[config.mk]
export PLATFORM = sky130hd
export DESIGN_NAME = wol_standby_ctrl
export DESIGN_NICKNAME = d
export VERILOG_FILES = /design/src/wol_pkg.sv /design/src/wake_if.sv /design/src/wake_packet_detector.sv /design/src/wol_standby_ctrl.sv
export SDC_FILE = /design/constraint.sdc
export NUM_CORES = 1
export LEC_CHECK = 0
export BUFFER_PORTS_ARGS = -buffer_cell sky130_fd_sc_hd__buf_2
export CAP_MARGIN = 20
export CORE_MARGIN = 4
export CORE_UTILIZATION = 50
export DETAILED_ROUTE_END_ITERATION = 10
export PLACE_DENSITY = 0.91
export SLEW_MARGIN = 20
export SYNTH_ARGS = -nofsm -noshare
export SYNTH_HDL_FRONTEND = slang
export SYNTH_SLANG_ARGS = --single-unit
[constraint.sdc]
create_clock -name clk_in -period 9.1 [get_ports clk_in]
set_input_delay 0.455 -clock clk_in [delete_from_list [all_inputs] [get_ports clk_in]]
set_output_delay 0.455 -clock clk_in [all_outputs]
set_load 0.1 [all_outputs]
[src/wol_pkg.sv]
// constants and types for the power-on wake standby controller
package wol_pkg;
   localparam int FLAG_W = 16;
   localparam int FLAG_IND_BIT = 15;
   localparam int FLAG_TYP_BIT = 14;
   localparam int FLAG_POL_BIT = 13;
   localparam int FLAG_PIN_BIT = 12;
   localparam int FLAG_SELF_BIT = 0;
   localparam logic [15:0] CFG_RESET = 16'h0000;
   localparam int CLK_PERIOD_NS = 100;
   localparam int PULSE_TIME_NS = 1000;
   localparam int PULSE_CYCLES = (PULSE_TIME_NS + CLK_PERIOD_NS - 1) / CLK_PERIOD_NS;
   localparam int PULSE_W = 8;
   localparam logic [7:0] PULSE_LOAD = PULSE_CYCLES[7:0];
   localparam logic [7:0] SYNC_BYTE = 8'hff;
   localparam logic [2:0] SYNC_COUNT = 3'h6;
   localparam logic [2:0] MAC_LAST = 3'h5;
   localparam logic [4:0] MAC_REPEATS = 5'h10;
   typedef enum logic [1:0] {st_boot, st_standby, st_normal} wake_state_t;
   typedef enum logic [1:0] {ph_hunt, ph_mac, ph_found} scan_phase_t;
endpackage

[src/wake_if.sv]
// receive byte stream and match result between controller and packet detector
`timescale 1ns/1ps
`default_nettype none
interface wake_if;
   logic ce;
   logic arm;
   logic [47:0] mac;
   logic [7:0] rx_byte;
   logic rx_valid;
   logic rx_start;
   logic rx_end;
   logic rx_good;
   logic match;
   modport ctrl (output ce, arm, mac, rx_byte, rx_valid, rx_start, rx_end, rx_good,
                 input match);
   modport det (input ce, arm, mac, rx_byte, rx_valid, rx_start, rx_end, rx_good,
                output match);
endinterface
`default_nettype wire

[src/wake_packet_detector.sv]
// wake packet detector: sync bytes followed by repeated station address
`timescale 1ns/1ps
`default_nettype none
module wake_packet_detector (
   input wire logic clk_in,
   input wire logic reset_in,
   wake_if.det bus
);
   wol_pkg::scan_phase_t phase, next_phase;
   logic [2:0] ff_cnt, next_ff_cnt;
   logic [2:0] mac_idx, next_mac_idx;
   logic [4:0] rep_cnt, next_rep_cnt;
   logic match, next_match;

   // first byte on the wire is the top byte of the address
   function automatic logic [7:0] mac_byte(input logic [47:0] mac, input logic [2:0] idx);
      return mac[(47 - 8 * idx) -: 8];
   endfunction

   always_comb begin
      next_phase = phase;
      next_ff_cnt = ff_cnt;
      next_mac_idx = mac_idx;
      next_rep_cnt = rep_cnt;
      // a match held through a freeze is still taken once enable returns
      next_match = match;
      if (bus.ce) begin
         next_match = 1'b0;
         if (!bus.arm || bus.rx_start) begin
            next_phase = wol_pkg::ph_hunt;
            next_ff_cnt = 3'h0;
            next_mac_idx = 3'h0;
            next_rep_cnt = 5'h0;
         end
         if (bus.arm && bus.rx_valid) begin
            unique case (next_phase)
               wol_pkg::ph_hunt: begin
                  if (bus.rx_byte == wol_pkg::SYNC_BYTE) begin
                     if (next_ff_cnt != wol_pkg::SYNC_COUNT) begin
                        next_ff_cnt = next_ff_cnt + 3'h1;
                     end
                  end else if (next_ff_cnt == wol_pkg::SYNC_COUNT &&
                               bus.rx_byte == mac_byte(bus.mac, 3'h0)) begin
                     next_phase = wol_pkg::ph_mac;
                     next_mac_idx = 3'h1;
                     next_rep_cnt = 5'h0;
                  end else begin
                     next_ff_cnt = 3'h0;
                  end
               end
               wol_pkg::ph_mac: begin
                  if (bus.rx_byte == mac_byte(bus.mac, next_mac_idx)) begin
                     if (next_mac_idx == wol_pkg::MAC_LAST) begin
                        next_mac_idx = 3'h0;
                        next_rep_cnt = next_rep_cnt + 5'h1;
                        if (next_rep_cnt == wol_pkg::MAC_REPEATS) begin
                           next_phase = wol_pkg::ph_found;
                        end
                     end else begin
                        next_mac_idx = next_mac_idx + 3'h1;
                     end
                  end else begin
                     // a broken copy restarts the hunt; an ff here may open a new sync run
                     next_phase = wol_pkg::ph_hunt;
                     next_mac_idx = 3'h0;
                     next_rep_cnt = 5'h0;
                     next_ff_cnt = (bus.rx_byte == wol_pkg::SYNC_BYTE) ? 3'h1 : 3'h0;
                  end
               end
               wol_pkg::ph_found: begin
               end
               default: begin
                  next_phase = wol_pkg::ph_hunt;
               end
            endcase
         end
         if (bus.arm && bus.rx_end) begin
            // only a frame that ends good counts
            next_match = bus.rx_good && next_phase == wol_pkg::ph_found;
            next_phase = wol_pkg::ph_hunt;
            next_ff_cnt = 3'h0;
            next_mac_idx = 3'h0;
            next_rep_cnt = 5'h0;
         end
      end
   end

   always_ff @(posedge clk_in or posedge reset_in) begin
      if (reset_in) begin
         phase <= wol_pkg::ph_hunt;
         ff_cnt <= 3'h0;
         mac_idx <= 3'h0;
         rep_cnt <= 5'h0;
         match <= 1'b0;
      end else begin
         phase <= next_phase;
         ff_cnt <= next_ff_cnt;
         mac_idx <= next_mac_idx;
         rep_cnt <= next_rep_cnt;
         match <= next_match;
      end
   end

   assign bus.match = match;
endmodule
`default_nettype wire

[src/wol_standby_ctrl.sv]
// power-on wake standby controller top
`timescale 1ns/1ps
`default_nettype none
module wol_standby_ctrl (
   input wire logic clk_in,
   input wire logic reset_in,
   input wire logic enable_in,
   input wire logic wake_strap_in,
   input wire logic [15:0] config_flag_in,
   input wire logic phy_mode_in,
   input wire logic secondary_link_up_in,
   input wire logic external_wake_low_in,
   input wire logic [47:0] station_mac_in,
   input wire logic [7:0] rx_byte_in,
   input wire logic rx_valid_in,
   input wire logic rx_start_in,
   input wire logic rx_end_in,
   input wire logic rx_good_in,
   input wire logic [1:0] usb_line_drive_in,
   input wire logic usb_line_oe_req_in,
   input wire logic [1:0] usb_differential_lines_in,
   output logic [1:0] usb_differential_lines_out,
   output logic usb_differential_lines_oe_out,
   output logic [1:0] usb_line_rx_out,
   output logic standby_out,
   output logic usb_transceiver_power_out,
   output logic usb_enable_out,
   output logic phy_power_out,
   output logic phy_autoneg_out,
   output logic power_event_output_out,
   output logic power_event_output_oe_out
);
   wake_if wif ();

   wol_pkg::wake_state_t state, next_state;
   logic [15:0] cfg, next_cfg;
   logic pe_active, next_pe_active;
   logic [7:0] pulse_cnt, next_pulse_cnt;
   logic wake_event;
   logic pe_asserted;
   logic pe_level;

   assign wif.ce = enable_in;
   assign wif.arm = state == wol_pkg::st_standby;
   assign wif.mac = station_mac_in;
   assign wif.rx_byte = rx_byte_in;
   assign wif.rx_valid = rx_valid_in;
   assign wif.rx_start = rx_start_in;
   assign wif.rx_end = rx_end_in;
   assign wif.rx_good = rx_good_in;

   wake_packet_detector detector (
      .clk_in(clk_in),
      .reset_in(reset_in),
      .bus(wif.det)
   );

   ////////////////////////////////////////////////////////////////////////////////
   // standby state machine

   // inputs are synchronous, so they feed the wake decision directly
   always_comb begin
      wake_event = wif.match
         || (phy_mode_in && secondary_link_up_in)
         || !external_wake_low_in;
   end

   always_comb begin
      next_state = state;
      next_cfg = cfg;
      next_pe_active = pe_active;
      next_pulse_cnt = pulse_cnt;
      if (enable_in) begin
         if (pulse_cnt != 8'h00) begin
            next_pulse_cnt = pulse_cnt - 8'h01;
         end
         unique case (state)
            // strap and flags are caught at the first enabled edge after release
            wol_pkg::st_boot: begin
               next_cfg = config_flag_in;
               if (wake_strap_in && config_flag_in[wol_pkg::FLAG_PIN_BIT]) begin
                  next_state = wol_pkg::st_standby;
               end else begin
                  next_state = wol_pkg::st_normal;
               end
            end
            wol_pkg::st_standby: begin
               if (wake_event) begin
                  next_pe_active = 1'b1;
                  next_pulse_cnt = wol_pkg::PULSE_LOAD;
                  next_state = wol_pkg::st_normal;
               end
            end
            wol_pkg::st_normal: begin
            end
            default: begin
               next_state = wol_pkg::st_boot;
            end
         endcase
      end
   end

   // pe_active only falls through reset, which gives the static hold
   always_ff @(posedge clk_in or posedge reset_in) begin
      if (reset_in) begin
         state <= wol_pkg::st_boot;
         cfg <= wol_pkg::CFG_RESET;
         pe_active <= 1'b0;
         pulse_cnt <= 8'h00;
      end else begin
         state <= next_state;
         cfg <= next_cfg;
         pe_active <= next_pe_active;
         pulse_cnt <= next_pulse_cnt;
      end
   end

   ////////////////////////////////////////////////////////////////////////////////
   // registered outputs

   logic next_standby, next_usb_power, next_usb_enable, next_phy_power;
   logic next_pe_out, next_pe_oe, next_usb_oe;
   logic [1:0] next_usb_out, next_usb_rx;

   always_comb begin
      // indication bit low means static level, high means a timed pulse
      if (next_cfg[wol_pkg::FLAG_IND_BIT]) begin
         pe_asserted = next_pulse_cnt != 8'h00;
      end else begin
         pe_asserted = next_pe_active;
      end
      pe_level = pe_asserted ? next_cfg[wol_pkg::FLAG_POL_BIT] :
                               !next_cfg[wol_pkg::FLAG_POL_BIT];
      next_standby = next_state == wol_pkg::st_standby;
      next_usb_enable = next_state == wol_pkg::st_normal;
      next_usb_power = next_state == wol_pkg::st_normal;
      next_phy_power = next_state != wol_pkg::st_boot;
      next_usb_oe = next_usb_enable && usb_line_oe_req_in;
      next_usb_out = next_usb_oe ? usb_line_drive_in : 2'h0;
      next_usb_rx = next_usb_enable ? usb_differential_lines_in : 2'h0;
      // pad path follows live inputs, so hold it too while frozen
      if (!enable_in) begin
         next_usb_oe = usb_differential_lines_oe_out;
         next_usb_out = usb_differential_lines_out;
         next_usb_rx = usb_line_rx_out;
      end
      next_pe_out = 1'b0;
      next_pe_oe = 1'b0;
      if (next_state != wol_pkg::st_boot && next_cfg[wol_pkg::FLAG_PIN_BIT]) begin
         next_pe_out = pe_level;
         // output type low: open drain, drive only the low level
         next_pe_oe = next_cfg[wol_pkg::FLAG_TYP_BIT] || !pe_level;
      end
   end

   always_ff @(posedge clk_in or posedge reset_in) begin
      if (reset_in) begin
         standby_out <= 1'b0;
         usb_enable_out <= 1'b0;
         usb_transceiver_power_out <= 1'b0;
         phy_power_out <= 1'b0;
         phy_autoneg_out <= 1'b0;
         usb_differential_lines_oe_out <= 1'b0;
         usb_differential_lines_out <= 2'h0;
         usb_line_rx_out <= 2'h0;
         power_event_output_out <= 1'b0;
         power_event_output_oe_out <= 1'b0;
      end else begin
         standby_out <= next_standby;
         usb_enable_out <= next_usb_enable;
         usb_transceiver_power_out <= next_usb_power;
         phy_power_out <= next_phy_power;
         phy_autoneg_out <= next_phy_power;
         usb_differential_lines_oe_out <= next_usb_oe;
         usb_differential_lines_out <= next_usb_out;
         usb_line_rx_out <= next_usb_rx;
         power_event_output_out <= next_pe_out;
         power_event_output_oe_out <= next_pe_oe;
      end
   end
endmodule
`default_nettype wire

==> flow_summary.yaml <==
outcome:
  outcome: "finished clean"
synth:
  synth-simple-area-share_pct: 23.75
  yosysTopAreaCellShare_pct: 30.93
  synth_seq_area_share_pct: 30.93
  synth_top_area_cell: "sky130_fd_sc_hd__dfrtp_1"
  ys_warn_count: 0
  post_synth_fa_ha_maj_area_fraction_pct: 2.379
  synth_compound_gate_area_share_pct: 21.61
  synth.ff_latch_count: 39
  synth_cell_type_count: 67
  post_synth_instance_area_sq_um: 3156
  synth-xor-area-share_pct: 3.886
  ys_dominant_reg_cell: "sky130_fd_sc_hd__dfrtp_1"
  synth_area_per_cell_sq_um: 9.042
  synth.mux.area_fraction_pct: 13.44
  synth_cells: 349
  ys_async_sr_fraction_pct: 100.0
  synth-edff-count: 0
  synth_top_family_by_area: "simple AND/OR/NAND/NOR gates"
  synth.top_cells.by_area: "sky130_fd_sc_hd__dfrtp_1 31%, sky130_fd_sc_hd__mux2i_1 5.7%, sky130_fd_sc_hd__nand2_1 5.1%"
  synthesized_netlist_net_count: 443
final_layout:
  final_std_cell_area_no_fill_sq_um: 3749
  layout-area-overhead-vs-synth_pct: 18.79
  most_common_cell_after_layout_fill_and_taps_aside: "sky130_fd_sc_hd__buf_2"
  final_layout_size_suffix_gt1_share_pct: 28.07
  finished_core_util_pct: 62.21
  n_fill_cell: 468
  finish.net_count: 524
  layout.cells.most_common_list: "87 x sky130_fd_sc_hd__buf_2, 43 x sky130_fd_sc_hd__nand2_1, 39 x sky130_fd_sc_hd__dfrtp_1, 24 x sky130_fd_sc_hd__o21ai_0, 20 x sky130_fd_sc_hd__nor2_1"
  area.sequential_sq_um: 975.9
  antennaDiodeCount: 0
  multi_input_area_sq_um: 2062
route:
  dr_total_vias: 3311
  totalWireLength_um: 9193
  wl_per_cell_um: 18.17
  antenna_violating_nets_post_route: 0
  drc_errors: 0
  drt_pass1_iterations: 6
  via_per_inst: 6.543
  first_iter_violations: 403
clock_network:
  clock-sinks: 39
  cts-root-buf: "sky130_fd_sc_hd__clkbuf_8"
  cts-buffers-inserted: 5
  cts.repair_timing.setup_buffer_count: 0
  ctsLongestPathBuffers: 2
  h-tree-depth: 2
  clk-insertion-delay-late_ps: 300
  resized_gates_after_cts: 0
  cts.hold.buffers_added: 0
  cts_tree: "built"
  cts.reportedPaths.clkPinSlew_ps: 80
placed_design:
  place.gp.congestion: 0.9124
  hpwlAfterDp_um: 6735
  placement.io_buffers: 87
  place_ws_ps: 5216
  placed_cell_area_sq_um: 3631
global_route:
  first_global_vias: 3110
  maximum_number_of_pins_on_one_net_before_global_route_repair: 40
  grt.overflow.total: 0
  groute.usage.overall_pct: 23.73
  number_of_antenna_violations_at_the_first_check_in_global_routing: 0
  grt_pass1_wl_um: 14630
floorplanning:
  placement_rows: 28
  floorplan.core_area_sq_um: 6026
  die_w_um: 87.44
  initial_core_util_pct: 52.37
  io-pin-count: 100
  dieArea_sq_um: 7646
  die-height_um: 87.44
worst_setup_path:
  crit_buf_inv: 0
  critical_path.endpoint_type: "register"
  slowest_stage: "sky130_fd_sc_hd__nor4_4"
  worst-endpoint-required_ps: 9300
  critPathTopFamily: "simple AND/OR/NAND/NOR gates"
  critPathMaxFanout: 11
  critPathLaunchType: "register"
  rr_startpoint: "state[1]"
  reg2reg_setup_slack_ps: 5080
  worstPathCellList: "nor2b_1 > nand2b_1 > nor2_1 > ha_1 > nand4b_1 > o21ai_0 > o22a_2 > o21ai_2 > nor4_4 > nand3_2 > o41ai_2"
  critPathArrivalTime_ps: 4220
  cp-startpoint: "state[1]"
  cp_slowest_stage_delay_ps: 510
  worst-setup-path-type: "register to register"
power:
  p_leak_nw: 1.585
  worst_vdd_drop_mv: 0.1435
  power-per-cell-area_nw_per_um2: 162.3
sta:
  final_max_slew_viol_count: 0
  max_clock_freq_ghz: 0.2487
  postLayoutSetupSlackWorst_ps: 5079
  worst_slew_pin_slew_ps: 822.2
  slew_headroom_pct: 44.68
  layout_min_cycle_time_ps: 4021
  finalSetupTns_ps: 0
  skew_ps: 9.654
  tcrit_tclk_final_pct: 44.19
  timing.final.hold_violations: 0
  setup_violations: 0
  rsz0062_at_grt: "no"
flow_run:
  maxCapViolCount: 0
min_path:
  hold_class: "input port to asynchronous set/reset pin"
registers in the layout, indices dropped and copies added, names as in the netlist:
register,flops
cfg,4
detector.mac_idx,3
power_event_output_out,1
usb_line_rx_out,2
power_event_output_oe_out,1
usb_enable_out,1
detector.bus.match,1
pe_active,1
detector.rep_cnt,5
standby_out,1
detector.ff_cnt,3
detector.phase,2
usb_differential_lines_oe_out,1
phy_autoneg_out,1
state,2
usb_differential_lines_out,2
pulse_cnt,8
worst min-delay path, cell delays in order:
cell,delay [ps]
sky130_fd_sc_hd__buf_2,90
sky130_fd_sc_hd__inv_1,40
sky130_fd_sc_hd__buf_4,430
metrics by stage:
stage          hold slack [ps]  total power [mW]  std cells
2_1_floorplan            423.7            0.3966        349
3_3_place_gp             436.6            0.4448        498
3_5_place_dp             449.8            0.4544        498
4_1_cts                  276.8            0.6106        506
5_1_grt                  319.7            0.6430        506
6_report                 260.0            0.6082        506
synth_stat cells (all sizes together) (3+ instances only):
cell,number
a21oi,13
a22o,3
a22oi,6
a31oi,4
and2,7
buf,6
clkbuf,10
dfrtp,39
ha,6
inv,11
mux2,4
mux2i,18
mux4,8
nand2,44
nand2b,4
nand3,10
nand3b,4
nand4,9
nand4b,3
nor2,20
nor2b,6
nor3,8
nor3b,3
nor4,5
o211ai,6
o21a,3
o21ai,26
o22ai,3
o2bb2ai,3
o31ai,5
o41ai,4
xnor2,12
cells by family after synthesis:
logic type | Yosys count
multiplexers | 30
buffers and inverters | 27
AO/OA/AOI/OAI | 96
adder cells (fa/ha/maj) | 6
flip-flops | 39
AND/OR/NAND/NOR | 137
XOR/XNOR | 14
power by group:
group	switching (mW)	total (mW)	leakage [nW]	internal, mW
clock network	0.0630	0.152	0.0612	0.0887
logic	0.150	0.222	1.02	0.0723
registers	0.0296	0.234	0.502	0.205
total	0.242	0.608	1.58	0.366
cell type report:
class                      count  share of cell area (%)
inverter                      11                   1.101
timing repair buffer          90                   12.22
clock inverter                 2                  0.9346
multi-input combinational    283                   55.01
clock buffer                   6                   2.203
sequential                    39                   26.03
tap                           75                   2.503
routing by layer:
layer,wire length [um],track usage [%]
met1,3591,29.85
met2,4506,39.93
met3,767,3.974
met4,297,10.18
met5,30,0
worst paths after layout:
| check | endpoint | cells past startpoint |
|---|---|---|
| min in group clk_in | usb_line_rx_out[1] | 2 |
| setup reg to reg | detector.mac_idx[0] | 11 |
| max in group asynchronous | detector.mac_idx[2] | 3 |
| hold / removal | state[0] | 3 |
| setup / recovery | detector.mac_idx[0] | 11 |
| hold reg to reg | pe_active | 1 |
Note: power is estimated with default switching activity, not from simulation.
